==> src/logic/sadm_pkg.sv <==
// Constants for the system address map decoder.
// Assumes a single clock domain and a flat 32-bit byte address.
// How it works
// - Every address is a 32-bit byte address in one 4 Gbyte space.
// - 0xffe00000 to 0xffffffff selects the core register area.
// - 0xffc00000 to 0xffdfffff selects the system register area.
// - 4K scratchpad at 0xffb00000; rest up to 0xffc00000 reserved.
// - 16K instruction memory at 0xffa00000; rest up to scratchpad reserved.
// - 16K data bank B at 0xff900000; rest of its megabyte reserved.
// - 16K data bank A at 0xff800000; rest of its megabyte reserved.
// - 256K level two memory at 0xf0000000; above it reserved.
// - Word at 0xeefffffc is the PCI config port; 0xef000000 up reserved.
// - 0xeeffff00 up to the config port selects PCI config registers.
// - 64K PCI I/O window at 0xeefe0000; gap above reserved.
// - 128M PCI memory window at 0xe0000000; 0xe8000000 upward reserved.
// - Four 64M async banks from 0x20000000; 0x30000000 upward reserved.
// - SDRAM bank 0 starts at zero; each bank 16M to 128M.
// - SDRAM banks are packed contiguously, each only its own size.
// - Space past SDRAM bank 3 below 0x20000000 is reserved.
// - SDRAM and async regions route to the external bus unit.
// - Instruction memory only for fetches; level two serves both.

package sadm_pkg;

  localparam int ADDR_W = 32;
  localparam int SDRAM_BANKS = 4;
  localparam int ASYNC_BANKS = 4;

  // ------------------------------------------------------------------
  // Region bases and limits (inclusive).
  // ------------------------------------------------------------------
  localparam logic [31:0] CORE_REG_BASE = 32'hffe0_0000;
  localparam logic [31:0] SYS_REG_BASE = 32'hffc0_0000;
  localparam logic [31:0] SYS_REG_LAST = 32'hffdf_ffff;
  localparam logic [31:0] SCRATCH_BASE = 32'hffb0_0000;
  localparam logic [31:0] SCRATCH_LAST = 32'hffb0_0fff;
  localparam logic [31:0] INSTR_BASE = 32'hffa0_0000;
  localparam logic [31:0] INSTR_LAST = 32'hffa0_3fff;
  localparam logic [31:0] DATAB_BASE = 32'hff90_0000;
  localparam logic [31:0] DATAB_LAST = 32'hff90_3fff;
  localparam logic [31:0] DATAA_BASE = 32'hff80_0000;
  localparam logic [31:0] DATAA_LAST = 32'hff80_3fff;
  localparam logic [31:0] LTWO_BASE = 32'hf000_0000;
  localparam logic [31:0] LTWO_LAST = 32'hf003_ffff;
  localparam logic [31:0] PCI_CFGPORT_BASE = 32'heeff_fffc;
  localparam logic [31:0] PCI_CFGPORT_LAST = 32'heeff_ffff;
  localparam logic [31:0] PCI_CFGREG_BASE = 32'heeff_ff00;
  localparam logic [31:0] PCI_IO_BASE = 32'heefe_0000;
  localparam logic [31:0] PCI_IO_LAST = 32'heefe_ffff;
  localparam logic [31:0] PCI_MEM_BASE = 32'he000_0000;
  localparam logic [31:0] PCI_MEM_LAST = 32'he7ff_ffff;
  localparam logic [31:0] ASYNC_BASE = 32'h2000_0000;
  localparam logic [31:0] ASYNC_LAST = 32'h2fff_ffff;
  localparam int ASYNC_SEL_LSB = 26;

  // ------------------------------------------------------------------
  // SDRAM bank sizes in 16M units, from 1 (16M) to 8 (128M).
  // ------------------------------------------------------------------
  localparam int SIZE_W = 4;
  localparam int SIZE_UNIT_LSB = 24;
  localparam logic [SIZE_W-1:0] SIZE_MIN = 4'h1;
  localparam logic [SIZE_W-1:0] SIZE_MAX = 4'h8;
  localparam logic [SIZE_W-1:0] SIZE_RESET = 4'h8;

  // ------------------------------------------------------------------
  // Target encoding; one-hot select is indexed by this code.
  // ------------------------------------------------------------------
  localparam int TGT_N = 19;
  typedef enum logic [4:0] {
    TGT_SDRAM0 = 5'h00,
    TGT_SDRAM1 = 5'h01,
    TGT_SDRAM2 = 5'h02,
    TGT_SDRAM3 = 5'h03,
    TGT_ASYNC0 = 5'h04,
    TGT_ASYNC1 = 5'h05,
    TGT_ASYNC2 = 5'h06,
    TGT_ASYNC3 = 5'h07,
    TGT_PCI_MEM = 5'h08,
    TGT_PCI_IO = 5'h09,
    TGT_PCI_CFGREG = 5'h0a,
    TGT_PCI_CFGPORT = 5'h0b,
    TGT_LTWO = 5'h0c,
    TGT_DATAA = 5'h0d,
    TGT_DATAB = 5'h0e,
    TGT_INSTR = 5'h0f,
    TGT_SCRATCH = 5'h10,
    TGT_SYS_REG = 5'h11,
    TGT_CORE_REG = 5'h12,
    TGT_NONE = 5'h1f
  } sadm_target_type;

endpackage : sadm_pkg

==> src/logic/sadm_decoder.sv <==
// Registered address decoder for the flat system address map.
// Assumes requests come from logic on the same clock, one per cycle.
`timescale 1ns/1ps

module sadm_decoder (
  // Clock and reset.
  input wire logic clock,
  input wire logic rst,
  // SDRAM bank sizes, 16M units each, packed bank 0 in the low bits.
  input wire logic [sadm_pkg::SDRAM_BANKS*sadm_pkg::SIZE_W-1:0] bankSize,
  // Request.
  input wire logic reqValid,
  input wire logic [sadm_pkg::ADDR_W-1:0] reqAddr,
  input wire logic reqFetch,
  // Decoded answer.
  output logic selValid,
  output logic [sadm_pkg::TGT_N-1:0] targetSel,
  output logic [4:0] targetCode,
  output logic [sadm_pkg::ADDR_W-1:0] selAddr,
  output logic externalSel,
  output logic decodeError
);
  import sadm_pkg::*;

  // ------------------------------------------------------------------
  // Elaboration checks.
  // ------------------------------------------------------------------
  // The decode chain is written out for four banks of each kind.
  if (SDRAM_BANKS != 4 || ASYNC_BANKS != 4) begin : g_bank_check
    $error("decoder serves exactly four SDRAM and four async banks");
  end
  // The one-hot select must hold every target code.
  if (TGT_N != 19 || ADDR_W != 32) begin : g_width_check
    $error("target count or address width not supported");
  end

  // ------------------------------------------------------------------
  // SDRAM bank boundaries.
  // ------------------------------------------------------------------
  // Sizes outside 16M..128M are clamped so the map stays well formed.
  logic [SIZE_W-1:0] sizeClamp [SDRAM_BANKS];
  logic [ADDR_W-1:0] bankEnd [SDRAM_BANKS];

  always_comb begin
    for (int i = 0; i < SDRAM_BANKS; i++) begin
      sizeClamp[i] = bankSize[i*SIZE_W +: SIZE_W];
      if (sizeClamp[i] < SIZE_MIN) begin
        sizeClamp[i] = SIZE_MIN;
      end else if (sizeClamp[i] > SIZE_MAX) begin
        sizeClamp[i] = SIZE_MAX;
      end
    end
  end

  // Each end is the running sum of all sizes up to this bank.
  always_comb begin
    logic [ADDR_W-1:0] acc;
    acc = '0;
    for (int i = 0; i < SDRAM_BANKS; i++) begin
      acc = acc + (ADDR_W'(sizeClamp[i]) << SIZE_UNIT_LSB);
      bankEnd[i] = acc;
    end
  end

  // ------------------------------------------------------------------
  // Combinational region decode.
  // ------------------------------------------------------------------
  sadm_target_type tgt;
  logic [ADDR_W-1:0] a;

  assign a = reqAddr;

  always_comb begin
    tgt = TGT_NONE;
    if (a >= CORE_REG_BASE) begin
      tgt = TGT_CORE_REG;
    end else if (a >= SYS_REG_BASE && a <= SYS_REG_LAST) begin
      tgt = TGT_SYS_REG;
    end else if (a >= SCRATCH_BASE && a <= SCRATCH_LAST) begin
      tgt = TGT_SCRATCH;
    end else if (a >= INSTR_BASE && a <= INSTR_LAST) begin
      // Instruction memory answers fetches only.
      tgt = reqFetch ? TGT_INSTR : TGT_NONE;
    end else if (a >= DATAB_BASE && a <= DATAB_LAST) begin
      tgt = TGT_DATAB;
    end else if (a >= DATAA_BASE && a <= DATAA_LAST) begin
      tgt = TGT_DATAA;
    end else if (a >= LTWO_BASE && a <= LTWO_LAST) begin
      tgt = TGT_LTWO;
    end else if (a >= PCI_CFGPORT_BASE && a <= PCI_CFGPORT_LAST) begin
      tgt = TGT_PCI_CFGPORT;
    end else if (a >= PCI_CFGREG_BASE && a < PCI_CFGPORT_BASE) begin
      tgt = TGT_PCI_CFGREG;
    end else if (a >= PCI_IO_BASE && a <= PCI_IO_LAST) begin
      tgt = TGT_PCI_IO;
    end else if (a >= PCI_MEM_BASE && a <= PCI_MEM_LAST) begin
      tgt = TGT_PCI_MEM;
    end else if (a >= ASYNC_BASE && a <= ASYNC_LAST) begin
      tgt = sadm_target_type'(5'(TGT_ASYNC0) +
        5'(a[ASYNC_SEL_LSB +: 2]));
    end else if (a < bankEnd[0]) begin
      tgt = TGT_SDRAM0;
    end else if (a < bankEnd[1]) begin
      tgt = TGT_SDRAM1;
    end else if (a < bankEnd[2]) begin
      tgt = TGT_SDRAM2;
    end else if (a < bankEnd[3]) begin
      tgt = TGT_SDRAM3;
    end else begin
      tgt = TGT_NONE;
    end
  end

  // ------------------------------------------------------------------
  // Registered outputs.
  // ------------------------------------------------------------------
  always_ff @(posedge clock or posedge rst) begin
    if (rst) begin
      selValid <= 1'b0;
      targetCode <= 5'h1f;
      selAddr <= '0;
    end else begin
      selValid <= reqValid;
      targetCode <= reqValid ? 5'(tgt) : 5'h1f;
      selAddr <= reqAddr;
    end
  end

  // A reserved address raises no select, only the error flag.
  always_ff @(posedge clock or posedge rst) begin
    if (rst) begin
      targetSel <= '0;
      decodeError <= 1'b0;
    end else begin
      targetSel <= '0;
      decodeError <= reqValid && (tgt == TGT_NONE);
      if (reqValid && tgt != TGT_NONE) begin
        targetSel[tgt] <= 1'b1;
      end
    end
  end

  always_ff @(posedge clock or posedge rst) begin
    if (rst) begin
      externalSel <= 1'b0;
    end else begin
      externalSel <= reqValid && (tgt <= TGT_ASYNC3);
    end
  end

  // ------------------------------------------------------------------
  // Checks.
  // ------------------------------------------------------------------
  a_one_hot_sel: assert property (@(posedge clock) disable iff (rst)
    $onehot0(targetSel) && !(decodeError && targetSel != '0)
    && (selValid == (decodeError || targetSel != '0)))
    else $error("select not one-hot or error with select");
  a_core_reg: assert property (@(posedge clock) disable iff (rst)
    reqValid && reqAddr >= 32'hffe0_0000 |=> targetSel[TGT_CORE_REG])
    else $error("core register area not selected");
  a_sys_reg: assert property (@(posedge clock) disable iff (rst)
    reqValid && reqAddr[31:21] == 11'h7fe |=> targetSel[TGT_SYS_REG])
    else $error("system register area not selected");
  a_scratch_gap: assert property (@(posedge clock) disable iff (rst)
    reqValid && reqAddr == 32'hffb0_1000 |=> decodeError)
    else $error("scratchpad gap not reserved");
  a_instr_fetch: assert property (@(posedge clock) disable iff (rst)
    reqValid && reqAddr[31:14] == 18'h3fe80 && !reqFetch |=> decodeError)
    else $error("data access reached instruction memory");
  a_ltwo_edge: assert property (@(posedge clock) disable iff (rst)
    reqValid && reqAddr == 32'hf004_0000 |=> decodeError)
    else $error("level two upper edge not reserved");
  a_cfg_port: assert property (@(posedge clock) disable iff (rst)
    reqValid && reqAddr[31:2] == 30'h3bbf_ffff
    |=> targetSel[TGT_PCI_CFGPORT])
    else $error("config port not selected");
  a_async_bank: assert property (@(posedge clock) disable iff (rst)
    reqValid && reqAddr[31:28] == 4'h2
    |=> targetCode == 5'h04 + 5'($past(reqAddr[27:26])) && externalSel)
    else $error("async bank order wrong");
  a_sdram_zero: assert property (@(posedge clock) disable iff (rst)
    reqValid && reqAddr == 32'h0 |=> targetSel[TGT_SDRAM0] && externalSel)
    else $error("address zero not in SDRAM bank 0");
  a_sdram_gap: assert property (@(posedge clock) disable iff (rst)
    reqValid && reqAddr < 32'h2000_0000 && reqAddr >= bankEnd[3]
    |=> decodeError && !externalSel)
    else $error("space past SDRAM bank 3 not reserved");

  // A taken request always gets an answer on the next edge.
  a_answer_follows: assert property (
    @(posedge clock) disable iff (rst)
    reqValid |=> selValid)
    else $error("taken request got no answer");

  // With no request, every select and the error flag stay low.
  a_idle_quiet: assert property (
    @(posedge clock) disable iff (rst)
    !reqValid |=> !selValid && targetSel == '0 && !decodeError
    && targetCode == 5'h1f)
    else $error("answer without a request");

  // The select bit always matches the reported target code.
  a_code_match: assert property (
    @(posedge clock) disable iff (rst)
    selValid && !decodeError |-> targetSel == (TGT_N'(1) << targetCode))
    else $error("select bit and target code disagree");

  // Only SDRAM and async targets go to the external bus unit.
  a_external_route: assert property (
    @(posedge clock) disable iff (rst)
    selValid |-> externalSel == (targetCode <= 5'h07))
    else $error("external route flag wrong");

  // The whole scratchpad page selects the scratchpad.
  a_scratch_sel: assert property (
    @(posedge clock) disable iff (rst)
    reqValid && reqAddr[31:12] == 20'hffb00 |=> targetSel[TGT_SCRATCH])
    else $error("scratchpad not selected");

  // A fetch inside the instruction memory selects it.
  a_instr_sel: assert property (
    @(posedge clock) disable iff (rst)
    reqValid && reqAddr[31:14] == 18'h3fe80 && reqFetch
    |=> targetSel[TGT_INSTR])
    else $error("instruction memory not selected");

  // Past the instruction memory, its megabyte is reserved.
  a_instr_gap: assert property (
    @(posedge clock) disable iff (rst)
    reqValid && reqAddr[31:20] == 12'hffa && reqAddr[19:14] != 6'h00
    |=> decodeError)
    else $error("instruction gap not reserved");

  // Data bank B answers its 16K range.
  a_datab_sel: assert property (
    @(posedge clock) disable iff (rst)
    reqValid && reqAddr[31:14] == 18'h3fe40 |=> targetSel[TGT_DATAB])
    else $error("data bank B not selected");

  // Past data bank B, its megabyte is reserved.
  a_datab_gap: assert property (
    @(posedge clock) disable iff (rst)
    reqValid && reqAddr[31:20] == 12'hff9 && reqAddr[19:14] != 6'h00
    |=> decodeError)
    else $error("data bank B gap not reserved");

  // Data bank A answers its 16K range.
  a_dataa_sel: assert property (
    @(posedge clock) disable iff (rst)
    reqValid && reqAddr[31:14] == 18'h3fe00 |=> targetSel[TGT_DATAA])
    else $error("data bank A not selected");

  // Past data bank A, its megabyte is reserved.
  a_dataa_gap: assert property (
    @(posedge clock) disable iff (rst)
    reqValid && reqAddr[31:20] == 12'hff8 && reqAddr[19:14] != 6'h00
    |=> decodeError)
    else $error("data bank A gap not reserved");

  // Level two memory answers its whole range.
  a_ltwo_sel: assert property (
    @(posedge clock) disable iff (rst)
    reqValid && reqAddr[31:18] == 14'h3c00 |=> targetSel[TGT_LTWO])
    else $error("level two memory not selected");

  // Level two memory also serves plain data accesses.
  a_ltwo_data: assert property (
    @(posedge clock) disable iff (rst)
    reqValid && !reqFetch && reqAddr[31:18] == 14'h3c00
    |=> targetSel[TGT_LTWO])
    else $error("data access refused by level two memory");

  // The band above the config port is reserved.
  a_cfg_high_gap: assert property (
    @(posedge clock) disable iff (rst)
    reqValid && reqAddr[31:24] == 8'hef |=> decodeError)
    else $error("band above config port not reserved");

  // The last page below the config port holds the config registers.
  a_cfg_regs: assert property (
    @(posedge clock) disable iff (rst)
    reqValid && reqAddr[31:8] == 24'heeffff && reqAddr[7:2] != 6'h3f
    |=> targetSel[TGT_PCI_CFGREG])
    else $error("config registers not selected");

  // The PCI I/O window answers its 64K range.
  a_pci_io: assert property (
    @(posedge clock) disable iff (rst)
    reqValid && reqAddr[31:16] == 16'heefe |=> targetSel[TGT_PCI_IO])
    else $error("PCI I/O window not selected");

  // Between the I/O window and the config registers is reserved.
  a_pci_io_gap: assert property (
    @(posedge clock) disable iff (rst)
    reqValid && reqAddr[31:16] == 16'heeff && reqAddr[15:8] != 8'hff
    |=> decodeError)
    else $error("gap below config registers not reserved");

  // The PCI memory window answers its 128M range.
  a_pci_mem: assert property (
    @(posedge clock) disable iff (rst)
    reqValid && reqAddr[31:27] == 5'h1c |=> targetSel[TGT_PCI_MEM])
    else $error("PCI memory window not selected");

  // Just above the PCI memory window is reserved.
  a_pci_mem_gap: assert property (
    @(posedge clock) disable iff (rst)
    reqValid && reqAddr[31:24] == 8'he8 |=> decodeError)
    else $error("space above PCI memory not reserved");

  // The band above the async banks is reserved.
  a_async_gap: assert property (
    @(posedge clock) disable iff (rst)
    reqValid && reqAddr[31:28] == 4'h3 |=> decodeError)
    else $error("space above async banks not reserved");

  // No SDRAM bank ever reaches the async region.
  a_sdram_ceiling: assert property (
    @(posedge clock) disable iff (rst)
    reqValid && reqAddr >= 32'h2000_0000 |=> targetCode > 5'h03)
    else $error("SDRAM bank above its ceiling");

  // The last byte of a legal bank 0 still belongs to bank 0.
  a_sdram_end: assert property (
    @(posedge clock) disable iff (rst)
    reqValid && bankSize[3:0] != 4'h0 && bankSize[3:0] <= 4'h8
    && reqAddr == (32'(bankSize[3:0]) << 24) - 32'h1
    |=> targetSel[TGT_SDRAM0])
    else $error("bank 0 cut short");

  // Bank 1 starts right where the configured bank 0 size ends.
  a_sdram_next: assert property (
    @(posedge clock) disable iff (rst)
    reqValid && bankSize[3:0] != 4'h0 && bankSize[3:0] <= 4'h8
    && reqAddr == (32'(bankSize[3:0]) << 24)
    |=> targetSel[TGT_SDRAM1])
    else $error("bank 1 start not packed after bank 0");

  c_cfg_port: cover property (@(posedge clock) targetSel[TGT_PCI_CFGPORT]);
  c_sdram: cover property (@(posedge clock) targetSel[TGT_SDRAM3]);
  c_error: cover property (@(posedge clock) decodeError);
  c_pci_io: cover property (@(posedge clock) targetSel[TGT_PCI_IO]);
  c_instr: cover property (@(posedge clock) targetSel[TGT_INSTR]);

endmodule : sadm_decoder

==> config.mk <==
export PLATFORM = sky130hd
export DESIGN_NAME = sadm_decoder
export DESIGN_NICKNAME = d
export VERILOG_FILES = /design/src/logic/sadm_pkg.sv /design/src/logic/sadm_decoder.sv
export SDC_FILE = /design/constraint.sdc
export NUM_CORES = 1
export LEC_CHECK = 0
export BUFFER_PORTS_ARGS = -buffer_cell sky130_fd_sc_hd__buf_2
export CAP_MARGIN = 20
export CORE_MARGIN = 8
export CORE_UTILIZATION = 35
export DETAILED_ROUTE_END_ITERATION = 12
export MAX_ROUTING_LAYER = met4
export PLACE_DENSITY_LB_ADDON = 0.3
export REMOVE_ABC_BUFFERS = 1
export SKIP_LAST_GASP = 1
export SYNTH_ARGS = -nofsm -noshare
export SYNTH_HDL_FRONTEND = slang
export SYNTH_SLANG_ARGS = --single-unit
==> constraint.sdc <==
create_clock -name clock -period 3.49 [get_ports clock]
set_clock_uncertainty 0.1 [all_clocks]
set_input_delay 1.047 -clock clock [delete_from_list [all_inputs] [get_ports clock]]
set_output_delay 1.047 -clock clock [all_outputs]
set_load 0.02 [all_outputs]
# == Word-level counts from Yosys, hierarchy flattened ==
# Index checks and enable logic that the tools add are counted.
# totals
ff_bits,59
output_inout_bits,59
# classes
n_mux,29
n_reduce_logical,15
eq_ne,2
n_lt_le_gt_ge,38
addsub,4
# ops
operator,n
>= comparator 32 bit (second input constant),11
less-or-equal comparator 32 bit (second input constant),9
two-way mux 5 bit,18
>= comparator 32 x 30 -> 1 bit (second input constant),1
less-or-equal comparator 32 x 30 -> 1 bit (second input constant),1
less-than comparator 32 x 28 -> 1 bit,1
less-than comparator 32 x 29 -> 1 bit,1
less-than comparator 32 x 30 -> 1 bit,1
less-than comparator 32 x 31 -> 1 bit,1
less-than comparator 32 bit (second input constant),1
two-way mux 4 bit,8
adder 30 x 28 -> 31 bit,1
adder 29 x 28 -> 30 bit,1
adder 28 x 28 -> 29 bit,1
two-way mux 19 bit,1
greater-than comparator 4 bit (second input constant),4
less-than comparator 4 x 1 -> 1 bit (second input constant),4
logical AND 1 bit,15
less-than comparator 5 x 6 -> 1 bit (second input constant),1
demux 1 bit (select 5 bit),1
equality test 5 bit (second input constant),1
>= comparator 5 x 1 -> 1 bit (second input constant),1
less-or-equal comparator 5 x 3 -> 1 bit (second input constant),1
inequality test 5 bit (second input constant),1
other kinds (2),2

# == Depth between registers and ports, before layout ==
# Gate-level depths: netlist of the first run.
# logic_depth
word_depth,28
ltp_mapped,25

# == Least setup slack after synthesis of the first run ==
# Ideal clock, no wire load.
# synth_timing
path_kind,input to register
start,input port bankSize[1] (netlist name)
end,register targetCode[2]
stages,23
n_path_buf,0
setup_ns,0.077
t_arrival_ns,4.977
path_slack_ns,-1.664
path_cell_list,o21bai_1 > and2_1 > ha_1 > inv_1 > fa_1 > xnor2_1 > ha_1 > a21oi_1 > a21oi_1 > nor2_1 > ha_1 > nand2_1 > nor2_1 > a211oi_1 > or3_1 > ha_1 > a211oi_1 > nand3_1 > a31oi_1 > nor3_1 > o21ai_0 > nand2_1 > a21bo_2
# synth_between
elab_chain_cells,24
# synth_rtl
item,line,rtl
"start, declared",sadm_decoder.sv:10,"input wire logic [sadm_pkg::SDRAM_BANKS*sadm_pkg::SIZE_W-1:0] bankSize,"
greater-than comparator 4 bit,sadm_decoder.sv:49,end else if (sizeClamp[i] > SIZE_MAX) begin
two-way mux 4 bit,sadm_decoder.sv:49,
two-way mux 4 bit (*),sadm_decoder.sv:47,if (sizeClamp[i] < SIZE_MIN) begin
adder 28 x 28 -> 29 bit,sadm_decoder.sv:60,acc = acc + (ADDR_W'(sizeClamp[i]) << SIZE_UNIT_LSB);
adder 29 x 28 -> 30 bit,sadm_decoder.sv:60,
adder 30 x 28 -> 31 bit,sadm_decoder.sv:60,
less-than comparator 32 x 31 -> 1 bit,sadm_decoder.sv:107,end else if (a < bankEnd[3]) begin
two-way mux 5 bit,sadm_decoder.sv:107,
[... 8 more ...],--,
two-way mux 5 bit (*),sadm_decoder.sv:88,end else if (a >= LTWO_BASE && a <= LTWO_LAST) begin
two-way mux 5 bit (*),sadm_decoder.sv:86,end else if (a >= DATAA_BASE && a <= DATAA_LAST) begin
two-way mux 5 bit (*),sadm_decoder.sv:84,end else if (a >= DATAB_BASE && a <= DATAB_LAST) begin
two-way mux 5 bit (*),sadm_decoder.sv:81,end else if (a >= INSTR_BASE && a <= INSTR_LAST) begin
two-way mux 5 bit (*),sadm_decoder.sv:79,end else if (a >= SCRATCH_BASE && a <= SCRATCH_LAST) begin
two-way mux 5 bit (*),sadm_decoder.sv:77,end else if (a >= SYS_REG_BASE && a <= SYS_REG_LAST) begin
two-way mux 5 bit (*),sadm_decoder.sv:75,if (a >= CORE_REG_BASE) begin
two-way mux 5 bit (*),sadm_decoder.sv:124,targetCode <= reqValid ? 5'(tgt) : 5'h1f;
"end signal, assigned",sadm_decoder.sv:124,
"end, declared",sadm_decoder.sv:18,"output logic [4:0] targetCode,"
# Every way passes the cells marked *; elsewhere a longest branch is shown, timed or not.

# == Final worst setup path of the first run ==
# layout_timing
start,input port bankSize[6] (netlist name)
end,register targetCode[3]
# layout_between
elab_chain_cells,24
# layout_rtl
item,line
greater-than comparator 4 bit,sadm_decoder.sv:49
two-way mux 4 bit,sadm_decoder.sv:49
two-way mux 4 bit (*),sadm_decoder.sv:47
adder 28 x 28 -> 29 bit (*),sadm_decoder.sv:60
adder 29 x 28 -> 30 bit,sadm_decoder.sv:60
adder 30 x 28 -> 31 bit,sadm_decoder.sv:60
less-than comparator 32 x 31 -> 1 bit,sadm_decoder.sv:107
two-way mux 5 bit,sadm_decoder.sv:107
[... 8 more ...],--
two-way mux 5 bit (*),sadm_decoder.sv:88
two-way mux 5 bit (*),sadm_decoder.sv:86
two-way mux 5 bit (*),sadm_decoder.sv:84
two-way mux 5 bit (*),sadm_decoder.sv:81
two-way mux 5 bit (*),sadm_decoder.sv:79
two-way mux 5 bit (*),sadm_decoder.sv:77
two-way mux 5 bit (*),sadm_decoder.sv:75
two-way mux 5 bit (*),sadm_decoder.sv:124
# Marks and branches as above.

==> out/qor.txt, run 1 <==
Vias: 2878
Final TNS setup: -30.51 ns
CP Capture Type: register
wirelength, routed: 9560 µm
ranking of synthesized cells by area: dfrtp_1 44%, ha_1 12%, dfstp_2 4.3%
Synth async-reset ratio: 100%
total congestion overflow: 0
WL/cell: 16.6 µm
effective utilization at floorplan: 35.6%
Final nets: 548
CTS tree: built
Finish-stage setup viols: 26
vias per inst: 4.99
root buffer cell: clkbuf_8
flops & latches, synth: 59
top cells by count, synth: 54 x dfrtp_1, 29 x ha_1, 22 x nor2_1
max layer used: met4
I/O Buffers: 110
final worst setup slack: -1.34 ns
prevailing post-synth register cell: dfrtp_1
critical path type: in -> reg
Metal-1 WL: 3730 µm
Mapped Area: 0.00308 mm²
peak supply drop: 183 µV
dpl hpwl: 6800 µm
Die X: 110 µm
first-pass GRT wire length: 15000 µm
clk slew on worst S/H paths: 0.06 ns
syn_area_per_cell: 10.6 µm²
Post-synth EDFFs: 0
Worst-Margin Slew: 0.742 ns
YS warnings: 0
Critical Path Start Type: input pin
critical path arrival: 4.98 ns
met2 routed WL: 5060 µm
drt pass-1 iters: 4
pre-CTS worst setup slack: -2.14 ns
Crit Path Max Fanout: 4
die footprint: 0.0121 mm²
hold slack: 0.545 ns
Num CTS Buffers: 9
Distinct cells, synth: 54
share of the synthesized area in the top cell type: 43.9%
Hold-fix buffers, CTS: 0
num ports: 111
share of cells above drive strength 1: 56.5%
row cnt: 34
GP Congestion: 0.788
f_max: 0.207 GHz
Hold Vio Cnt, Final: 0
status: complete, but fails checks
all-layer global routing usage: 16.2%
classification of the worst-slack hold path: in -> async
cell taking the most area after synthesis: dfrtp_1
pin count of the biggest net entering global routing: 30
core area: 0.00864 mm²
number of global-route vias before repair: 3094
Remaining DRCs: 0
final period utilization: 138%
CTS sink count: 59
final instance count without filler cells: 577
Static Leak: 2.35 nW
n_diodes: 0
RSZ-0062 raised after global routing: true
initial antenna violation count: 0
Final Max Slew Viols: 0
min Tclk post-route: 4.83 ns
count leader, synth: dfrtp_1
Pwr per Cell Area: 411 mW/mm²
failing checks: negative setup slack
Placed Instances: 535
H-tree depth: 3
Seq/Total Area, Yosys: 48.2%
starting DRC count in detailed routing: 80
Antenna Nets Post-Route: 0
Die Height: 110 µm
clock buffer depth: 2
Worst Path Required: 3.64 ns
max_cap viols: 0
Syn-to-layout area delta: 59.9%
slew margin rel.: 49.9%
DR WL met3: 646 µm
number of cells produced by synthesis: 290
-- layer usage --
layer	up-vias	track usage, %
li1	1394	-
met1	1386	17.6
met2	84	29.2
met3	14	3.93
met4	0	3.86
met5	-	-
-- worst max-delay path by stage --
stage,end,depth (start not counted),slack [ns],startpoint
3_5_place_dp,targetSel[2],21,-2.14,bankSize[1]
5_1_grt,targetSel[11],23,-1.54,bankSize[6]
4_1_cts,targetCode[4],25,-1.38,bankSize[3]
3_3_place_gp,targetSel[2],21,-1.96,bankSize[1]
2_1_floorplan,targetCode[2],23,-1.66,bankSize[1]
6_report,targetCode[3],26,-1.34,bankSize[6]
-- cell usage in the layout, fill, tap and decap left out, types with 5 or more instances in the layout --
cell	netlist	layout
nand3_1	6	5
clkbuf_8	0	10
buf_6	1	20
buf_4	0	42
ha_1	29	18
buf_2	0	106
nor2b_1	9	9
nand2_1	14	11
a211oi_2	0	6
nor3_2	1	5
nand4_1	5	5
ha_4	0	11
a21oi_1	13	6
nor3_1	17	10
dfstp_2	5	5
inv_1	19	12
inv_2	1	6
dfrtp_1	54	54
nor2_1	22	16
-- area by class of cell --
cell class,instances,area (µm²)
tap,108,135
multi-input combinational,206,1950
sequential,59,1480
clock buffer,11,141
inverter,20,85.1
fill,749,3710
timing repair buffer,168,1070
clock inverter,5,52.6
-- cell families after synthesis --
| group | count (synthesis) | synth area share (%) |
|---|---|---|
| DFF | 59 | 48.2 |
| AOI/OAI and AO/OA | 56 | 12.6 |
| and+or+nand+nor | 108 | 19.6 |
| buffers and inverters | 26 | 3.41 |
| xor gates and xnor gates | 9 | 2.56 |
| adders and majority gates | 32 | 13.7 |
-- per-stage QoR --
stage	area [µm²]	total power [W]	utilization [%]
3_5_place_dp	3980	0.00124	46.1
5_1_grt	4920	0.00213	57.0
3_3_place_gp	3980	0.00122	46.1
6_report	4920	0.00202	57.0
4_1_cts	4800	0.00198	55.5
2_1_floorplan	3050	0.00102	-
-- worst max-delay path, stage by stage --
cell      delay, ns
buf_6          0.10
nor2_4         0.10
nor2_2         0.05
nor2_2         0.14
ha_4           0.16
inv_2          0.04
fa_2           0.38
xnor2_4        0.22
ha_4           0.25
a21oi_4        0.18
and3_4         0.22
nor2_4         0.05
ha_4           0.27
nand2_2        0.05
nor2_2         0.11
a211oi_2       0.05
or3_4          0.34
ha_4           0.23
a211oi_2       0.17
nand3_1        0.09
a31oi_1        0.19
nor3_2         0.06
o21ai_2        0.12
nand2b_4       0.21
buf_4          0.12
o21ai_1        0.05
-- sequential cells by signal, summed over array words and instances (netlist names) --
| name | count |
|---|---|
| decodeError | 1 |
| externalSel | 1 |
| selAddr | 32 |
| selValid | 1 |
| targetCode | 5 |
| targetSel | 19 |
-- what timing repair did --
item | in CTS | in global routing
setup buffers | 35 | 4
cloned | 1 | 0
pin swaps | 37 | 30
resized for setup | 88 | 35
endpoints found under the setup margin | 26 | 26
-- where the power goes --
group | internal (W) | switching [W]
Clock | 0.000345 | 0.000254
Sequential | 0.000718 | 0.00000755
Combinational | 0.000336 | 0.000362
(Power assumes the default switching activity.)
==> run 2: changes to the inputs <==
--- a/config.mk
+++ b/config.mk
@@ -5,6 +5,7 @@
 export SDC_FILE = /design/constraint.sdc
 export NUM_CORES = 1
 export LEC_CHECK = 0
+export ABC_AREA = 1
 export BUFFER_PORTS_ARGS = -buffer_cell sky130_fd_sc_hd__buf_2
 export CAP_MARGIN = 20
 export CORE_MARGIN = 8
==> out/qor.txt, run 2 <==
Placed Instances: 668 (+25%)
Worst Setup EP: targetSel[6]
Distinct cells, synth: 37 (-31%)
Vias: 3211 (+12%)
final core occ: 54.2% (-2.8 points)
min Tclk post-route: 5.07 ns (+0.241 ns)
CP Capture Type: register
area of the multi-input gates: 0.00207 mm² (+6.2%)
status: complete, but fails checks
YS warnings: 0 (unchanged)
first-pass GRT wire length: 15300 µm (+1.8%)
initial antenna violation count: 1 (+1)
Largest Register: selAddr
Net Sw Power: 0.000670 W (+7.6%)
Int Pwr: 0.00156 W (+11%)
final period utilization: 145% (+6.9 points)
Static Leak: 2.62 nW (+12%)
Clk pwr share: 33.5% (+3.9 points)
Die Height: 115 µm (+4.8%)
clock buffer depth: 2 (unchanged)
cell taking the most area after synthesis: dfrtp_1
Reg area: 0.00148 mm² (unchanged)
final instance count without filler cells: 702 (+22%)
Seq/Total Area, Yosys: 43.2% (-4.9 points)
dpl cell area: 0.00442 mm² (+11%)
dpl hpwl: 7220 µm (+6.2%)
hold slack: 0.723 ns (+0.178 ns)
FILL cells: 889 (+19%)
Seq pwr share: 32.5% (-3.4 points)
classification of the worst-slack hold path: in -> async
effective utilization at floorplan: 35.6% (-0.063 points)
most frequent cells in the layout: 107 x buf_2, 54 x dfrtp_1, 53 x nand2_1
design area: 0.00522 mm² (+6.2%)
root buffer cell: clkbuf_8
Num CTS Buffers: 9 (unchanged)
number of global-route vias before repair: 3460 (+12%)
starting DRC count in detailed routing: 111 (+39%)
peak supply drop: 195 µV (+6.4%)
Crit Path Max Fanout: 8 (+4)
Remaining DRCs: 0 (unchanged)
Pwr per Cell Area: 427 mW/mm² (+3.8%)
number of cells produced by synthesis: 391 (+35%)
Final Max Slew Viols: 0 (unchanged)
CTS sink count: 59 (unchanged)
WL/cell: 13.3 µm (-20%)
f_max: 0.197 GHz (-4.7%)
prevailing post-synth register cell: dfrtp_1
number of flip-flops in the largest register: 32 (unchanged)
row cnt: 36 (+5.9%)
critical path type: in -> reg
Worst Path Required: 3.59 ns (-0.05 ns)
Final nets: 647 (+18%)
combinational share of power: 34.1% (-0.4 points)
Critical Path Start Type: input pin
num ports: 111 (unchanged)
RSZ-0062 raised after global routing: true
Mapped Area: 0.00343 mm² (+11%)
pin count of the biggest net entering global routing: 36 (+20%)
slowest CP cell: fa_2
ranking of synthesized cells by area: dfrtp_1 39%, ha_1 11%, nand2_1 7.0%
die footprint: 0.0132 mm² (+9.7%)
core area: 0.00964 mm² (+12%)
final worst setup slack: -1.58 ns (-0.241 ns)
top cells by count, synth: 64 x nand2_1, 54 x dfrtp_1, 49 x inv_1
slew margin rel.: 54.3% (+4.4 points)
failing checks: negative setup slack
Sw Ratio: 30.1% (-0.72 points)
GP Congestion: 0.837 (+6.2%)
Hold-fix buffers, CTS: 0 (unchanged)
total congestion overflow: 0 (unchanged)
biggest regs: selAddr x32, targetSel x19, targetCode x5
I/O Buffers: 110 (unchanged)
Antenna Nets Post-Route: 0 (unchanged)
Syn-to-layout area delta: 52.3%
syn_area_per_cell: 8.77 µm² (-17%)
H-tree depth: 3 (unchanged)
most common cell after layout, fill and taps aside: buf_2
wirelength, routed: 9350 µm (-2.2%)
Pwr Total: 0.00223 W (+10%)
Hold Vio Cnt, Final: 0 (unchanged)
Post-synth EDFFs: 0 (unchanged)
clk slew on worst S/H paths: 0.06 ns (about the same)
count leader, synth: nand2_1
drt pass-1 iters: 4 (unchanged)
max_cap viols: 0 (unchanged)
flops & latches, synth: 59 (unchanged)
Die X: 115 µm (+4.8%)
crit path from: bankSize[6]
Synth async-reset ratio: 100% (unchanged)
share of the synthesized area in the top cell type: 39.4% (-4.5 points)
Worst-Margin Slew: 0.685 ns (-0.0572 ns)
all-layer global routing usage: 14.6% (-1.7 points)
CP max stage delay: 0.54 ns (+0.16 ns)
critical path arrival: 5.18 ns (+0.20 ns)
CTS tree: built
Finish-stage setup viols: 26 (unchanged)
share of cells above drive strength 1: 52.3% (-4.2 points)
vias per inst: 4.57 (-8.3%)
run 2: cell count changes after synthesis, sizes merged, moves of 5 or more:
cell / delta
nand2b: -5
nor2b: -9
inv: +39
nand3: +25
and3: -7
and2: -6
nand2: +59
nand4: +5
nor2: +30
run 2: final cells by class:
| type | instances | share of cell area (%) |
|---|---|---|
| clock inverter | 5 | 1.92 |
| clock buffer | 11 | 2.71 |
| tap | 133 | 3.19 |
| inverter | 59 | 4.34 |
| timing repair buffer | 166 | 19.7 |
| multi-input combinational | 268 | 39.7 |
| antenna | 1 | 0.0479 |
| sequential | 59 | 28.4 |
run 2: cell families after synthesis:
group / count (synthesis) / synth area share [%]
AND/OR/NAND/NOR: 192 / 29.3
buffers and inverters: 64 / 7.11
flip-flops: 59 / 43.2
AO/OA/AOI/OAI: 35 / 5.76
adder cells (fa/ha/maj): 32 / 12.3
XOR/XNOR: 9 / 2.30
run 2: worst min-delay path by stage:
stage | from | to
floorplan | reqAddr[0] | selAddr[0]
global placement | reqAddr[1] | selAddr[1]
detailed placement | reqAddr[5] | selAddr[5]
CTS | reqAddr[8] | selAddr[8]
global route | reqAddr[5] | selAddr[5]
finish | rst | selAddr[21]
run 2: power by group through the flow:
stage	sequential, W	combinational (W)	clock [W]
detailed placement	0.000736	0.000566	0
finish	0.000723	0.000759	0.000746
floorplan	0.000778	0.000292	0
global route	0.000726	0.000840	0.000794
CTS	0.000724	0.000647	0.000768
global placement	0.000736	0.000550	0
run 2: metal layers:
layer / wire length [µm] / GRT usage [%] / share of wire (%) / up-vias
met1: 3990 / 16.5 / 43 / 1502
met3: 601 / 3.62 / 6.4 / 11
met4: 105 / 3.68 / 1.1 / 0
met5: 0 / - / 0 / -
met2: 4660 / 25.1 / 50 / 85
li1: - / - / - / 1613
run 2: critical path: cells and delay by family:
family | cells | cell delay [ns]
AND/OR/NAND/NOR | 13 | 1.40
XOR/XNOR | 2 | 0.38
buffers and inverters | 5 | 0.47
adder cells (fa/ha/maj) | 5 | 1.62
AO/OA/AOI/OAI | 2 | 0.26
run 2: per-stage QoR:
step	setup TNS (ns)	worst slack (ns)
3_3_place_gp	-48.60	-2.12
6_report	-35.60	-1.58
5_1_grt	-41.53	-1.83
2_1_floorplan	-39.57	-1.88
4_1_cts	-34.63	-1.55
3_5_place_dp	-52.57	-2.30
run 2: what timing repair did:
action                                  in CTS  in global routing
gates resized for setup                     45                 52
setup buffers                               12                  8
pin swaps                                   30                 28
endpoints found under the hold margin        0                  0
endpoints found under the setup margin      26                 26
